$ cat src/include/usbec_defines.svh
/*
  Register offsets, field positions, reset values and masks of the USB error and
  endpoint control block. Assumes inclusion by bare name from the design.
*/
`ifndef USBEC_DEFINES_SVH
`define USBEC_DEFINES_SVH

`define USBEC_OFF_IRQ_EN     12'h000
`define USBEC_OFF_ERR_FLAGS  12'h004
`define USBEC_OFF_ERR_EN     12'h008
`define USBEC_OFF_ROLE       12'h00C
`define USBEC_OFF_EP_BASE    12'h040
`define USBEC_EP_COUNT       16
`define USBEC_ERR_MASK       8'hBF
`define USBEC_EP0_MASK       8'hDF
`define USBEC_EPN_MASK       8'h1F
`define USBEC_IRQ_EN_MASK    8'hFF
`define USBEC_RESET_BYTE     8'h00
`define USBEC_BIT_STUFF      7
`define USBEC_BIT_OVERRUN    5
`define USBEC_BIT_TURNAROUND 4
`define USBEC_BIT_PARTIAL    3
`define USBEC_BIT_DATA_CRC   2
`define USBEC_BIT_TOKEN_EOF  1
`define USBEC_BIT_PID        0
`define USBEC_EP_LOW_SPEED   7
`define USBEC_EP_NAK_RETRY   6
`define USBEC_EP_CTRL_DIS    4
`define USBEC_EP_RX_EN       3
`define USBEC_EP_TX_EN       2
`define USBEC_EP_STALLED     1
`define USBEC_EP_HSHK_EN     0

`endif

$ cat src/include/usbec_pkg.sv
/*
  Types of the USB error and endpoint control block.
  Assumes the defines header is on the include path.
*/
package usbec_pkg;
  typedef enum logic {USBEC_ROLE_DEVICE, USBEC_ROLE_HOST} usbec_role_e;

  typedef struct packed {
    logic stuff;
    logic overrun;
    logic turnaround;
    logic partial;
    logic data_crc;
    logic token_crc;
    logic frame_end;
    logic pid;
  } usbec_err_s;

  typedef struct packed {
    logic       low_speed;
    logic       nak_retry_off;
    logic       rx;
    logic       tx;
    logic       setup_ok;
    logic       handshake;
    logic       stalled;
  } usbec_ep_s;
endpackage

$ cat src/hw/usbec_core.sv
/*
  Error flag, error enable and endpoint control registers of a dual-role USB
  controller, behind an APB slave. Assumes the protocol engine delivers one-cycle
  error pulses synchronous to pclk and reads the decoded endpoint controls.
*/
// The APB interface to the registers and the address map were decided locally.
`include "usbec_defines.svh"

module usbec_core
  import usbec_pkg::*;
#(
  parameter int EP_COUNT = `USBEC_EP_COUNT
)
(
  input  wire logic              pclk,
  input  wire logic              presetn,
  input  wire logic              psel,
  input  wire logic              penable,
  input  wire logic              pwrite,
  input  wire logic [11:0]       paddr,
  input  wire logic [31:0]       pwdata,
  output logic                   pready,
  output logic [31:0]            prdata,
  output logic                   pslverr,
  input  wire usbec_err_s        err_event,
  input  wire logic              bytes_over_count,
  input  wire logic              stall_event,
  input  wire logic [3:0]        stall_ep,
  output usbec_err_s             err_flags,
  output logic                   error_summary_flag,
  output logic                   bus_reset_irq_enable,
  output logic                   detach_irq_enable,
  output logic                   store_truncate,
  output usbec_role_e            role,
  output usbec_ep_s [EP_COUNT-1:0] ep_ctrl
);

  logic [7:0]  irq_en_r;
  logic [7:0]  err_r;
  logic [7:0]  err_en_r;
  logic        role_r;
  logic [7:0]  ep_r [EP_COUNT];
  logic [7:0]  ev_vec;
  logic        wr;
  logic        rd;
  logic [7:0]  wbyte;
  logic        ep_hit;
  logic [3:0]  ep_idx;
  logic        known;
  logic [7:0]  rd_nxt;

  function automatic logic [7:0] ep_view(input logic [7:0] v, input int idx, input logic host);
    ep_view = (idx == 0 && host) ? (v & `USBEC_EP0_MASK) : (v & `USBEC_EPN_MASK);
  endfunction

  assign wr    = psel && penable && pwrite;
  assign rd    = psel && penable && !pwrite;
  assign wbyte = pwdata[7:0];
  assign ep_hit = (paddr >= `USBEC_OFF_EP_BASE) &&
                  (paddr < `USBEC_OFF_EP_BASE + 12'(4 * EP_COUNT)) && (paddr[1:0] == 2'b00);
  assign ep_idx = 4'((paddr - `USBEC_OFF_EP_BASE) >> 2);
  assign known  = ep_hit || paddr == `USBEC_OFF_IRQ_EN || paddr == `USBEC_OFF_ERR_FLAGS ||
                  paddr == `USBEC_OFF_ERR_EN || paddr == `USBEC_OFF_ROLE;

  // Bit 1 takes the CRC5 token error as a device and the end-of-frame error as a host.
  always_comb
  begin
    ev_vec = {err_event.stuff, 1'b0, err_event.overrun, err_event.turnaround,
              err_event.partial, err_event.data_crc,
              role_r ? err_event.frame_end : err_event.token_crc,
              err_event.pid};
  end

  // Zero-filled APB answer with no wait states; unmapped addresses raise pslverr.
  always_ff @(posedge pclk or negedge presetn)
  begin
    if (!presetn)
    begin
      pready  <= 1'b0;
      pslverr <= 1'b0;
      prdata  <= 32'h0000_0000;
    end
    else
    begin
      pready  <= psel && !penable;
      pslverr <= psel && !penable && !known;
      prdata  <= {24'h00_0000, rd_nxt};
    end
  end

  always_comb
  begin
    rd_nxt = 8'h00;
    if (paddr == `USBEC_OFF_IRQ_EN)
      rd_nxt = irq_en_r;
    else if (paddr == `USBEC_OFF_ERR_FLAGS)
      rd_nxt = err_r;
    else if (paddr == `USBEC_OFF_ERR_EN)
      rd_nxt = err_en_r;
    else if (paddr == `USBEC_OFF_ROLE)
      rd_nxt = {7'h00, role_r};
    else if (ep_hit)
      rd_nxt = ep_view(ep_r[ep_idx], int'(ep_idx), role_r);
  end

  // Writes land on the access cycle while pready is high, which is the sampling edge.
  wire acc_wr = wr && pready;

  always_ff @(posedge pclk or negedge presetn)
  begin
    if (!presetn)
      err_r <= `USBEC_RESET_BYTE;
    else
      err_r <= ((err_r & ~(acc_wr && paddr == `USBEC_OFF_ERR_FLAGS ? wbyte : 8'h00)) | ev_vec)
               & `USBEC_ERR_MASK;
  end

  always_ff @(posedge pclk or negedge presetn)
  begin
    if (!presetn)
    begin
      err_en_r <= `USBEC_RESET_BYTE;
      irq_en_r <= `USBEC_RESET_BYTE;
      role_r   <= 1'b0;
    end
    else if (acc_wr)
    begin
      if (paddr == `USBEC_OFF_ERR_EN)
        err_en_r <= wbyte & `USBEC_ERR_MASK;
      if (paddr == `USBEC_OFF_IRQ_EN)
        irq_en_r <= wbyte & `USBEC_IRQ_EN_MASK;
      if (paddr == `USBEC_OFF_ROLE)
        role_r <= wbyte[0];
    end
  end

  // The stall bit is status: a stall handshake sets it, and software may clear it by write.
  always_ff @(posedge pclk or negedge presetn)
  begin
    if (!presetn)
    begin
      for (int i = 0; i < EP_COUNT; i++)
        ep_r[i] <= `USBEC_RESET_BYTE;
    end
    else
    begin
      for (int i = 0; i < EP_COUNT; i++)
      begin
        if (acc_wr && ep_hit && int'(ep_idx) == i)
          ep_r[i] <= wbyte & ((i == 0) ? `USBEC_EP0_MASK : `USBEC_EPN_MASK);
        if (stall_event && int'(stall_ep) == i)
          ep_r[i][`USBEC_EP_STALLED] <= 1'b1;
      end
    end
  end

  // Summary is sticky and cleared here only through the enable or flag being cleared.
  always_ff @(posedge pclk or negedge presetn)
  begin
    if (!presetn)
    begin
      error_summary_flag   <= 1'b0;
      bus_reset_irq_enable <= 1'b0;
      detach_irq_enable    <= 1'b0;
      store_truncate       <= 1'b0;
      err_flags            <= '0;
      role                 <= USBEC_ROLE_DEVICE;
    end
    else
    begin
      error_summary_flag   <= |(err_r & err_en_r);
      bus_reset_irq_enable <= irq_en_r[0] && !role_r;
      detach_irq_enable    <= irq_en_r[0] && role_r;
      store_truncate       <= bytes_over_count;
      err_flags            <= usbec_err_s'({err_r[7], err_r[5:2],
                                            !role_r && err_r[1], role_r && err_r[1], err_r[0]});
      role                 <= role_r ? USBEC_ROLE_HOST : USBEC_ROLE_DEVICE;
    end
  end

  always_ff @(posedge pclk or negedge presetn)
  begin
    if (!presetn)
      ep_ctrl <= '0;
    else
    begin
      for (int i = 0; i < EP_COUNT; i++)
      begin
        ep_ctrl[i].low_speed     <= (i == 0) && role_r && ep_r[i][`USBEC_EP_LOW_SPEED];
        ep_ctrl[i].nak_retry_off <= (i == 0) && role_r && ep_r[i][`USBEC_EP_NAK_RETRY];
        ep_ctrl[i].rx            <= ep_r[i][`USBEC_EP_RX_EN];
        ep_ctrl[i].tx            <= ep_r[i][`USBEC_EP_TX_EN];
        ep_ctrl[i].setup_ok      <= ep_r[i][`USBEC_EP_RX_EN] && ep_r[i][`USBEC_EP_TX_EN] &&
                                    !ep_r[i][`USBEC_EP_CTRL_DIS];
        ep_ctrl[i].handshake     <= ep_r[i][`USBEC_EP_HSHK_EN];
        ep_ctrl[i].stalled       <= ep_r[i][`USBEC_EP_STALLED];
      end
    end
  end

  property p_stuff_sets;
    @(posedge pclk) disable iff (!presetn) err_event.stuff |=> err_r[7];
  endproperty
  a_stuff_sets: assert property (p_stuff_sets) else $error("stuff flag not set");

  property p_overrun_truncate;
    @(posedge pclk) disable iff (!presetn)
      (err_event.overrun && bytes_over_count) |=> (err_r[5] && store_truncate);
  endproperty
  a_overrun_truncate: assert property (p_overrun_truncate) else $error("overrun not seen");

  property p_bit1_role;
    @(posedge pclk) disable iff (!presetn)
      (err_event.token_crc && !err_event.frame_end && role_r && !err_r[1]) |=> !err_r[1];
  endproperty
  a_bit1_role: assert property (p_bit1_role) else $error("token error seen in host role");

  property p_event_beats_clear;
    @(posedge pclk) disable iff (!presetn)
      (err_event.pid && acc_wr && paddr == `USBEC_OFF_ERR_FLAGS && wbyte[0]) |=> err_r[0];
  endproperty
  a_event_beats_clear: assert property (p_event_beats_clear) else $error("clear beat event");

  property p_w1c;
    @(posedge pclk) disable iff (!presetn)
      (acc_wr && paddr == `USBEC_OFF_ERR_FLAGS && ev_vec == 8'h00) |=>
        err_r == ($past(err_r) & ~$past(wbyte) & `USBEC_ERR_MASK);
  endproperty
  a_w1c: assert property (p_w1c) else $error("write one to clear broken");

  property p_reserved_zero;
    @(posedge pclk) disable iff (!presetn) !err_r[6] && !err_en_r[6];
  endproperty
  a_reserved_zero: assert property (p_reserved_zero) else $error("reserved bit set");

  property p_summary;
    @(posedge pclk) disable iff (!presetn) ##1 error_summary_flag == |$past(err_r & err_en_r);
  endproperty
  a_summary: assert property (p_summary) else $error("summary mismatch");

  property p_setup_gate;
    @(posedge pclk) disable iff (!presetn)
      ##1 ep_ctrl[3].setup_ok |-> ($past(ep_r[3][3]) && $past(ep_r[3][2]) && !$past(ep_r[3][4]));
  endproperty
  a_setup_gate: assert property (p_setup_gate) else $error("setup allowed wrongly");

  property p_low_speed_ep;
    @(posedge pclk) disable iff (!presetn) !ep_ctrl[1].low_speed && !ep_ctrl[1].nak_retry_off;
  endproperty
  a_low_speed_ep: assert property (p_low_speed_ep) else $error("ep1 host bits set");

  property p_turn_sets;
    @(posedge pclk) disable iff (!presetn) err_event.turnaround |=> err_r[4];
  endproperty
  a_turn_sets: assert property (p_turn_sets) else $error("turnaround flag not set");

  property p_partial_sets;
    @(posedge pclk) disable iff (!presetn) err_event.partial |=> err_r[3];
  endproperty
  a_partial_sets: assert property (p_partial_sets) else $error("partial flag not set");

  property p_dcrc_sets;
    @(posedge pclk) disable iff (!presetn) err_event.data_crc |=> err_r[2];
  endproperty
  a_dcrc_sets: assert property (p_dcrc_sets) else $error("data crc flag not set");

  property p_tcrc_dev;
    @(posedge pclk) disable iff (!presetn) (err_event.token_crc && !role_r) |=> err_r[1];
  endproperty
  a_tcrc_dev: assert property (p_tcrc_dev) else $error("token crc flag not set");

  property p_eof_host;
    @(posedge pclk) disable iff (!presetn) (err_event.frame_end && role_r) |=> err_r[1];
  endproperty
  a_eof_host: assert property (p_eof_host) else $error("frame end flag not set");

  property p_pid_sets;
    @(posedge pclk) disable iff (!presetn) err_event.pid |=> err_r[0];
  endproperty
  a_pid_sets: assert property (p_pid_sets) else $error("pid flag not set");

  // Without a clearing write no flag may fall, whatever else the bus does.
  property p_sticky;
    @(posedge pclk) disable iff (!presetn)
      !(acc_wr && paddr == `USBEC_OFF_ERR_FLAGS) |=> (err_r & $past(err_r)) == $past(err_r);
  endproperty
  a_sticky: assert property (p_sticky) else $error("flag fell without a clear");

  property p_enable_write;
    @(posedge pclk) disable iff (!presetn)
      (acc_wr && paddr == `USBEC_OFF_ERR_EN) |=> err_en_r == ($past(wbyte) & `USBEC_ERR_MASK);
  endproperty
  a_enable_write: assert property (p_enable_write) else $error("enable write lost");

  property p_irq_role;
    @(posedge pclk) disable iff (!presetn)
      ##1 (bus_reset_irq_enable == ($past(irq_en_r[0]) && !$past(role_r))) &&
          (detach_irq_enable == ($past(irq_en_r[0]) && $past(role_r)));
  endproperty
  a_irq_role: assert property (p_irq_role) else $error("irq enable role mismatch");

  property p_ep0_host;
    @(posedge pclk) disable iff (!presetn)
      ##1 (ep_ctrl[0].low_speed == ($past(role_r) && $past(ep_r[0][7]))) &&
          (ep_ctrl[0].nak_retry_off == ($past(role_r) && $past(ep_r[0][6])));
  endproperty
  a_ep0_host: assert property (p_ep0_host) else $error("ep0 host bits");

  property p_ep_dirs;
    @(posedge pclk) disable iff (!presetn)
      ##1 {ep_ctrl[3].rx, ep_ctrl[3].tx, ep_ctrl[3].handshake} ==
          {$past(ep_r[3][3]), $past(ep_r[3][2]), $past(ep_r[3][0])};
  endproperty
  a_ep_dirs: assert property (p_ep_dirs) else $error("ep3 dirs");

  property p_stall_sets;
    @(posedge pclk) disable iff (!presetn) stall_event |=> ep_r[$past(stall_ep)][1];
  endproperty
  a_stall_sets: assert property (p_stall_sets) else $error("stall bit not set");

  property p_ep_write;
    @(posedge pclk) disable iff (!presetn)
      (acc_wr && ep_hit && ep_idx == 4'(EP_COUNT - 1) && !stall_event) |=>
        ep_r[EP_COUNT-1] == ($past(wbyte) & `USBEC_EPN_MASK);
  endproperty
  a_ep_write: assert property (p_ep_write) else $error("last endpoint write lost");

  c_error_flag: cover property (@(posedge pclk) disable iff (!presetn) $rose(error_summary_flag));
  c_clear_write: cover property (@(posedge pclk) disable iff (!presetn)
    acc_wr && paddr == `USBEC_OFF_ERR_FLAGS && err_r != 8'h00);
  c_host_lowspeed: cover property (@(posedge pclk) disable iff (!presetn) ep_ctrl[0].low_speed);
  c_stall: cover property (@(posedge pclk) disable iff (!presetn) ep_ctrl[5].stalled);
  c_ep_read: cover property (@(posedge pclk) disable iff (!presetn) rd && pready && ep_hit);

endmodule

$ cat config.mk
export PLATFORM = sky130hd
export DESIGN_NAME = usbec_core
export DESIGN_NICKNAME = d
export VERILOG_FILES = /design/src/include/usbec_pkg.sv /design/src/hw/usbec_core.sv
export VERILOG_INCLUDE_DIRS = /design/src /design/src/include
export SDC_FILE = /design/constraint.sdc
export NUM_CORES = 1
export LEC_CHECK = 0
export BUFFER_PORTS_ARGS = -buffer_cell sky130_fd_sc_hd__buf_2
export CORE_ASPECT_RATIO = 0.75
export CORE_MARGIN = 2
export CORE_UTILIZATION = 48
export DETAILED_ROUTE_END_ITERATION = 8
export HOLD_SLACK_MARGIN = 0.12
export PLACE_DENSITY = 0.76
export SYNTH_ARGS = -nofsm -noshare
export SYNTH_HDL_FRONTEND = slang
export SYNTH_SLANG_ARGS = --single-unit
$ cat constraint.sdc
create_clock -name pclk -period 1.6 [get_ports pclk]
set_input_delay 0.08 -clock pclk [delete_from_list [all_inputs] [get_ports pclk]]
set_output_delay 0.08 -clock pclk [all_outputs]
set_load 0.02 [all_outputs]
Word-level counts from Yosys, hierarchy flattened
Index checks and enable logic that the tools add are counted.
- add/subtract/negate cells: 1
- $mul: 0
- divide/modulo/power cells: 0
- $lt $le $gt $ge: 3
- equal/unequal tests: 33
- shift-type cells: 0
- muxes and demuxes: 44
- bitwise logic cells: 5
- reduce and logical (&&, ||, !) cells: 127
- operator list (operator ; number):
    1-bit logical AND ; 80
    8-bit 2-to-1 mux ; 9
    4-bit == test (second input constant) ; 16
    8-bit binary-select mux with 4-bit select ; 1
    4-bit by 3-bit == test with 1-bit output (second input constant) ; 8
    2-bit 2-to-1 mux ; 16
    2-bit nonzero test ; 16
    12-bit by 4-bit == test with 1-bit output (second input constant) ; 2
    1-bit logical NOT ; 19
    1-bit 2-to-1 mux ; 18
    8-bit bitwise AND ; 2
    4-bit by 2-bit == test with 1-bit output (second input constant) ; 4
    12-bit by 3-bit == test with 1-bit output (second input constant) ; 1
    12-bit by 7-bit >= comparator with 1-bit output (second input constant) ; 1
    12-bit logical NOT ; 1
    12-bit by 8-bit < comparator with 1-bit output (second input constant) ; 1
    4-bit by 1-bit == test with 1-bit output (second input constant) ; 2
    4-bit logical NOT ; 2
    8-bit inverter ; 1
    8-bit bitwise OR ; 1
    8-bit OR reduction ; 1
    2-bit AND reduction ; 3
    6-bit by 1-bit subtractor with 6-bit output (second input constant) ; 1
    5-bit >= comparator (second input constant) ; 1
    other kinds (3) ; 6
- register bits: 210
- latch bits: 0
- RAM bits: 0
- ROM bits: 0
- output and inout port bits: 159
- word-level logic and storage cells: 347
- memories: 0

Logic depth before layout (Yosys ltp)
- depth in word-level cells: 11
- gate-level depth with buffers: 7
- depth with buffers taken out: 4

Worst setup path after synthesis
OpenSTA, ideal clock, no wires.
- path kind: input -> register
- from: input paddr[9]
- to: register ep_r[96] (netlist name)
- setup time: 0.125 ns
- arrival time: 1.728 ns
- data required time: 1.475 ns
- slack: -0.252 ns
- stages: 4
- buffers on the path: 0
- cells stage by stage: or4_4 > or4_4 > nor2_4 > mux2_2
- word-level cells in the longest chain between the ends: 5
- ends and longest elaborated chain (element ; line ; source):
    start: declaration ; usbec_core.sv:20 ; input wire logic [11:0] paddr,
    12-bit by 7-bit >= comparator with 1-bit output (no line) / 12-bit by 8-bit < comparator with 1-bit output (equally long branches) ; n/a ;
    1-bit logical AND * (2 in a row) ; usbec_core.sv:59 ; assign ep_hit = (paddr >= `USBEC_OFF_EP_BASE) &&
    1-bit logical AND * (2 in a row) ; usbec_core.sv:149 ; if (acc_wr && ep_hit && int'(ep_idx) == i)
    end signal: indexed assignment ; usbec_core.sv:143 ; ep_r[i] <= `USBEC_RESET_BYTE;
    end signal: indexed assignment ; usbec_core.sv:150 ; ep_r[i] <= wbyte & ((i == 0) ? `USBEC_EP0_MASK : `USBEC_EPN_MASK);
    end: declaration ; usbec_core.sv:42 ; logic [7:0] ep_r [EP_COUNT];
Mark *: on every way between the ends. The rest lies on a longest branch, timed or not.
A chain may end at the register's enable or synchronous reset.

Final worst setup path
- from: register pready
- to: register ep_r[112] (netlist name)
- word-level cells in the longest chain between the ends: 3
- ends and longest elaborated chain (element ; line ; source):
    start: declaration ; usbec_core.sv:22 ; output logic pready,
    start signal: assignment ; usbec_core.sv:85 ; pready <= psel && !penable;
    1-bit logical AND ; usbec_core.sv:107 ; wire acc_wr = wr && pready;
    1-bit logical AND (2 in a row) ; usbec_core.sv:149 ;
Every way passes these cells.

==> results.md <==
- The share of the Yosys chip area taken by registers is about three fifths.
- The design draws around 11 mW.
- The H-tree depth is 1.
- The type of the most critical hold path is input port to flip-flop.
- Clock tree synthesis selected as its root buffer the cell clkbuf_16.
- The post-detailed-route wirelength per cell is approximately 19 µm.
- Entering global routing, the biggest net connects 52 pins.
- The synthesized design contains 0 enable-type register cells.
- The first-pass GRT wire length is 33.22 mm.
- The signal on the critical path passes through and4_4, nand2_1, nor2_1, buf_4, mux2_2.
- The largest fanout on the critical path is 5.
- The total number of clock tree sinks is 210.
- The kind of launch point of the worst setup path is a flip-flop.
- The post-route minimum period is ~1.6 ns.
- The number of cells in the finished layout apart from fillers is 1152.
- The number of distinct standard cells referenced by the synthesized netlist is 45.
- Summed over all nets, the half-perimeter wirelength after detailed placement is between 15 and 20 mm.
- Counting both buffers and inverters, the worst setup path holds a total of 1.
- Final hold analysis gives a worst-case slack of 0.1367 ns.
- The number of antenna violations at the first check in global routing came to 0.
- The count of pins over their slew limit is 0.
- The power per cell area is approximately 1000 nW/µm².
- Across all setup checks in the final design, the least slack found is -0.02148 ns.
- For this run, design rule violations remaining after detail routing come to 0.
- The first routing iteration left ~610 violations.
- Input and output buffers added on the ports amount to between 100 and 150.
- The die covers between 15000 and 20000 µm².
- Max-cap violations in this run came to 0.
- The net count of the finished layout is 960.
- The class of the most critical setup path is flip-flop to flip-flop.
- The final sum of negative setup slack is -0.1030 ns.
- The floorplan step set the die height to 119.9 µm.
- Counting every instance in the synthesized netlist gives 643.
- The count of synthesis-stage warnings from yosys is 0.
- Setup repair after global routing could not meet its margin everywhere.
- The achievable clock frequency is between 600 and 700 MHz.
- The fraction of the cycle the final worst path needs is 101.3%.
- In this design, the largest share of critical-path delay is due to simple AND/OR/NAND/NOR gates.
- The run finished, with violations left.
- The count of final hold-check violations is 0.
- The total core area is about 18000 µm².
- By area the synthesized netlist is led by dfrtp_1, mux2_2, buf_4.
- The cell area that synthesis handed to floorplanning was 8592 µm².
- The standby leakage power is 5.536 nW.
- The total routing resource utilization after global routing is between 20% and 30%.
- Of the cells placed in the final design, the portion with a size suffix greater than 1 is between 40 and 50%.
- The share of the synthesized area in the top cell type is between 60% and 70%.
- The insertion delay to the later sink of the worst-skew pair is approximately 0.50 ns.
- Once detail routing completed, the nets flagged for antenna violations numbered 0.
- The number of ports placed on the die boundary is approximately 220.
- The checks that failed: negative setup slack.
- The biggest cell delay along the critical path is 0.35 ns.
- The count of TritonRoute iterations in the first routing pass is 5.
- The initial core utilization is around 50%.
- On the critical path, the stage with the largest delay is an instance of dfrtp_2.
- The setup violation total in the final timing report is 8.
- The kind of end point of the critical path is a flip-flop.
- The area added between synthesis and finish is 28.53%.
- The cell taking the most area after synthesis is dfrtp_1.
- Clock-pin slew was measured on the worst setup and hold paths at approximately 0.060 ns.
- The number of placement rows is 42.
- After detailed placement, the design holds a cell count of between 1000 and 1500.
- The maximum clock path buffer count is 3.
- The worst clock skew on the final layout is between 0.015 and 0.02 ns.
- TritonCTS built the clock tree.
- The register bit count reported by yosys is 210.
- Among all flip-flop cells after synthesis, the most frequent one is dfrtp_1.
- The worst-case IR drop observed on VDD is 0.5460 mV.
- The global placer's final weighted congestion is 0.8602.
- Each instance of the synthesized netlist takes up on average about 13 µm².
- After detailed routing, the total wire length is roughly 21 mm.
- For the worst setup path, the data required time is around 2 ns.
- The via density per instance is 5.174.
- Global routing finished with a remaining overflow of 0.
- Detailed routing inserted a total of roughly 6000 vias.
- The number of global-route vias before repair came to roughly 5800.
- The number of antenna cells inserted is 0.
- Measured along the x axis, the die boundary spans about 160 µm.
- The total CTS buffers is 21.
- After synthesis, the share of flip-flops with an asynchronous set or reset is 100.0%.
- Data on the critical path arrives at its endpoint at around 2 ns.
[placed cells by master, fill, tap and decap left out, types with 4 or more instances in the layout]
| cell | count |
|---|---|
| a21o_1 | 6 |
| a21oi_1 | 6 |
| a221o_1 | 4 |
| and2_1 | 6 |
| buf_12 | 5 |
| buf_2 | 142 |
| buf_4 | 80 |
| clkbuf_1 | 6 |
| clkbuf_16 | 21 |
| clkbuf_8 | 6 |
| conb_1 | 54 |
| dfrtp_1 | 209 |
| dlygate4sd3_1 | 28 |
| mux2_2 | 86 |
| mux2i_1 | 35 |
| mux4_2 | 12 |
| nand2_1 | 21 |
| nand2b_1 | 7 |
| nand3_1 | 13 |
| nand3b_1 | 4 |
| nand4_1 | 5 |
| nor2_1 | 80 |
| nor2_2 | 6 |
| nor2_4 | 11 |
| nor2b_1 | 8 |
| o22ai_1 | 5 |
| o32ai_1 | 7 |
[layout make-up]
cell class                 instances  area (µm²)
multi-input combinational        406        3105
timing repair buffer             256        1705
inverter                           2       7.507
sequential                       210        5256
clock buffer                      32       616.8
tap                              242       302.8
clock inverter                     4       48.80
fill                            1333        6561
[synth_stat cells, types with 6 or more instances]
cell type and n:
nand3_1 14, nor2b_1 8, nand2_1 21, buf_4 57, clkbuf_1 6, a21oi_1 6, buf_1 7, mux2_2 86
o32ai_1 8, nand2b_1 8, dfrtp_1 210, nor2_1 93, mux4_2 12, mux2i_1 35, and2_1 6, a21o_1 6
[final timing paths]
| kind | depth (start not counted) | from | slack [ns] | endpoint |
|---|---|---|---|---|
| worst min register to register | 0 | ep_r[88] | 0.40 | ep_ctrl[29] |
| worst max register to register | 5 | pready | -0.02 | ep_r[112] |
| max in group asynchronous | 4 | presetn | 0.35 | pready |
| worst max-delay path | 5 | pready | -0.02 | ep_r[112] |
| worst min-delay path | 5 | paddr[3] | 0.14 | prdata[7] |
| min in group asynchronous | 3 | presetn | 0.62 | store_truncate |
[metal layers]
layer	up-vias	wire length, µm	global-route usage (%)
li1	2655	-	-
met1	2974	9712	35.48
met2	296	9531	34.48
met3	35	1764	3.900
met4	0	425	4.730
met5	-	0	0
[worst register-to-register path: stages, from the launching register on]
cell     delay, ns
dfrtp_2       0.35
and4_4        0.28
nand2_1       0.16
nor2_1        0.20
buf_4         0.19
mux2_2        0.33
[cell families (layout without fill, tap and decap cells)]
| kind of cell | Yosys count | count (layout) | synth area share, % |
|---|---|---|---|
| DFF | 210 | 210 | 61.16 |
| other | 1 | 54 | 0.04365 |
| muxes | 134 | 134 | 18.63 |
| buffers and inverters | 80 | 294 | 6.378 |
| and+or+nand+nor | 179 | 179 | 10.32 |
| AOI/OAI and AO/OA | 39 | 39 | 3.466 |
[power by group]
part	internal (mW)	total, mW	switching (mW)
logic	0.350	0.976	0.626
clock network	2.81	4.76	1.95
registers	5.46	5.56	0.101
[state kept, by name, summed over array words and instances (netlist names), 7 cells and up]
register / cells
prdata: 8
err_flags: 8
err_r: 7
irq_en_r: 8
err_en_r: 7
ep_ctrl: 82
ep_r: 82
[metrics by stage]
step | instance area (µm²) | setup slack, ns | util (%)
final | 11040 | -0.02148 | 62.73
after global routing | 11040 | -0.07012 | 62.73
after CTS | 11030 | -0.01524 | 62.64
after detailed placement | 10070 | -0.3929 | 57.21
after global placement | 10070 | -0.3635 | 57.21
after floorplan | 8885 | -0.1956 | -
[what timing repair did]
item	4_1_cts	5_1_grt
gates cloned	0	0
pin swaps	0	4
resized for setup	0	5
hold endpoints to repair	245	0
endpoints found under the setup margin	4	59
hold buffers	29	0
setup buffers	0	0
Note: power is estimated with default switching activity, not from simulation.
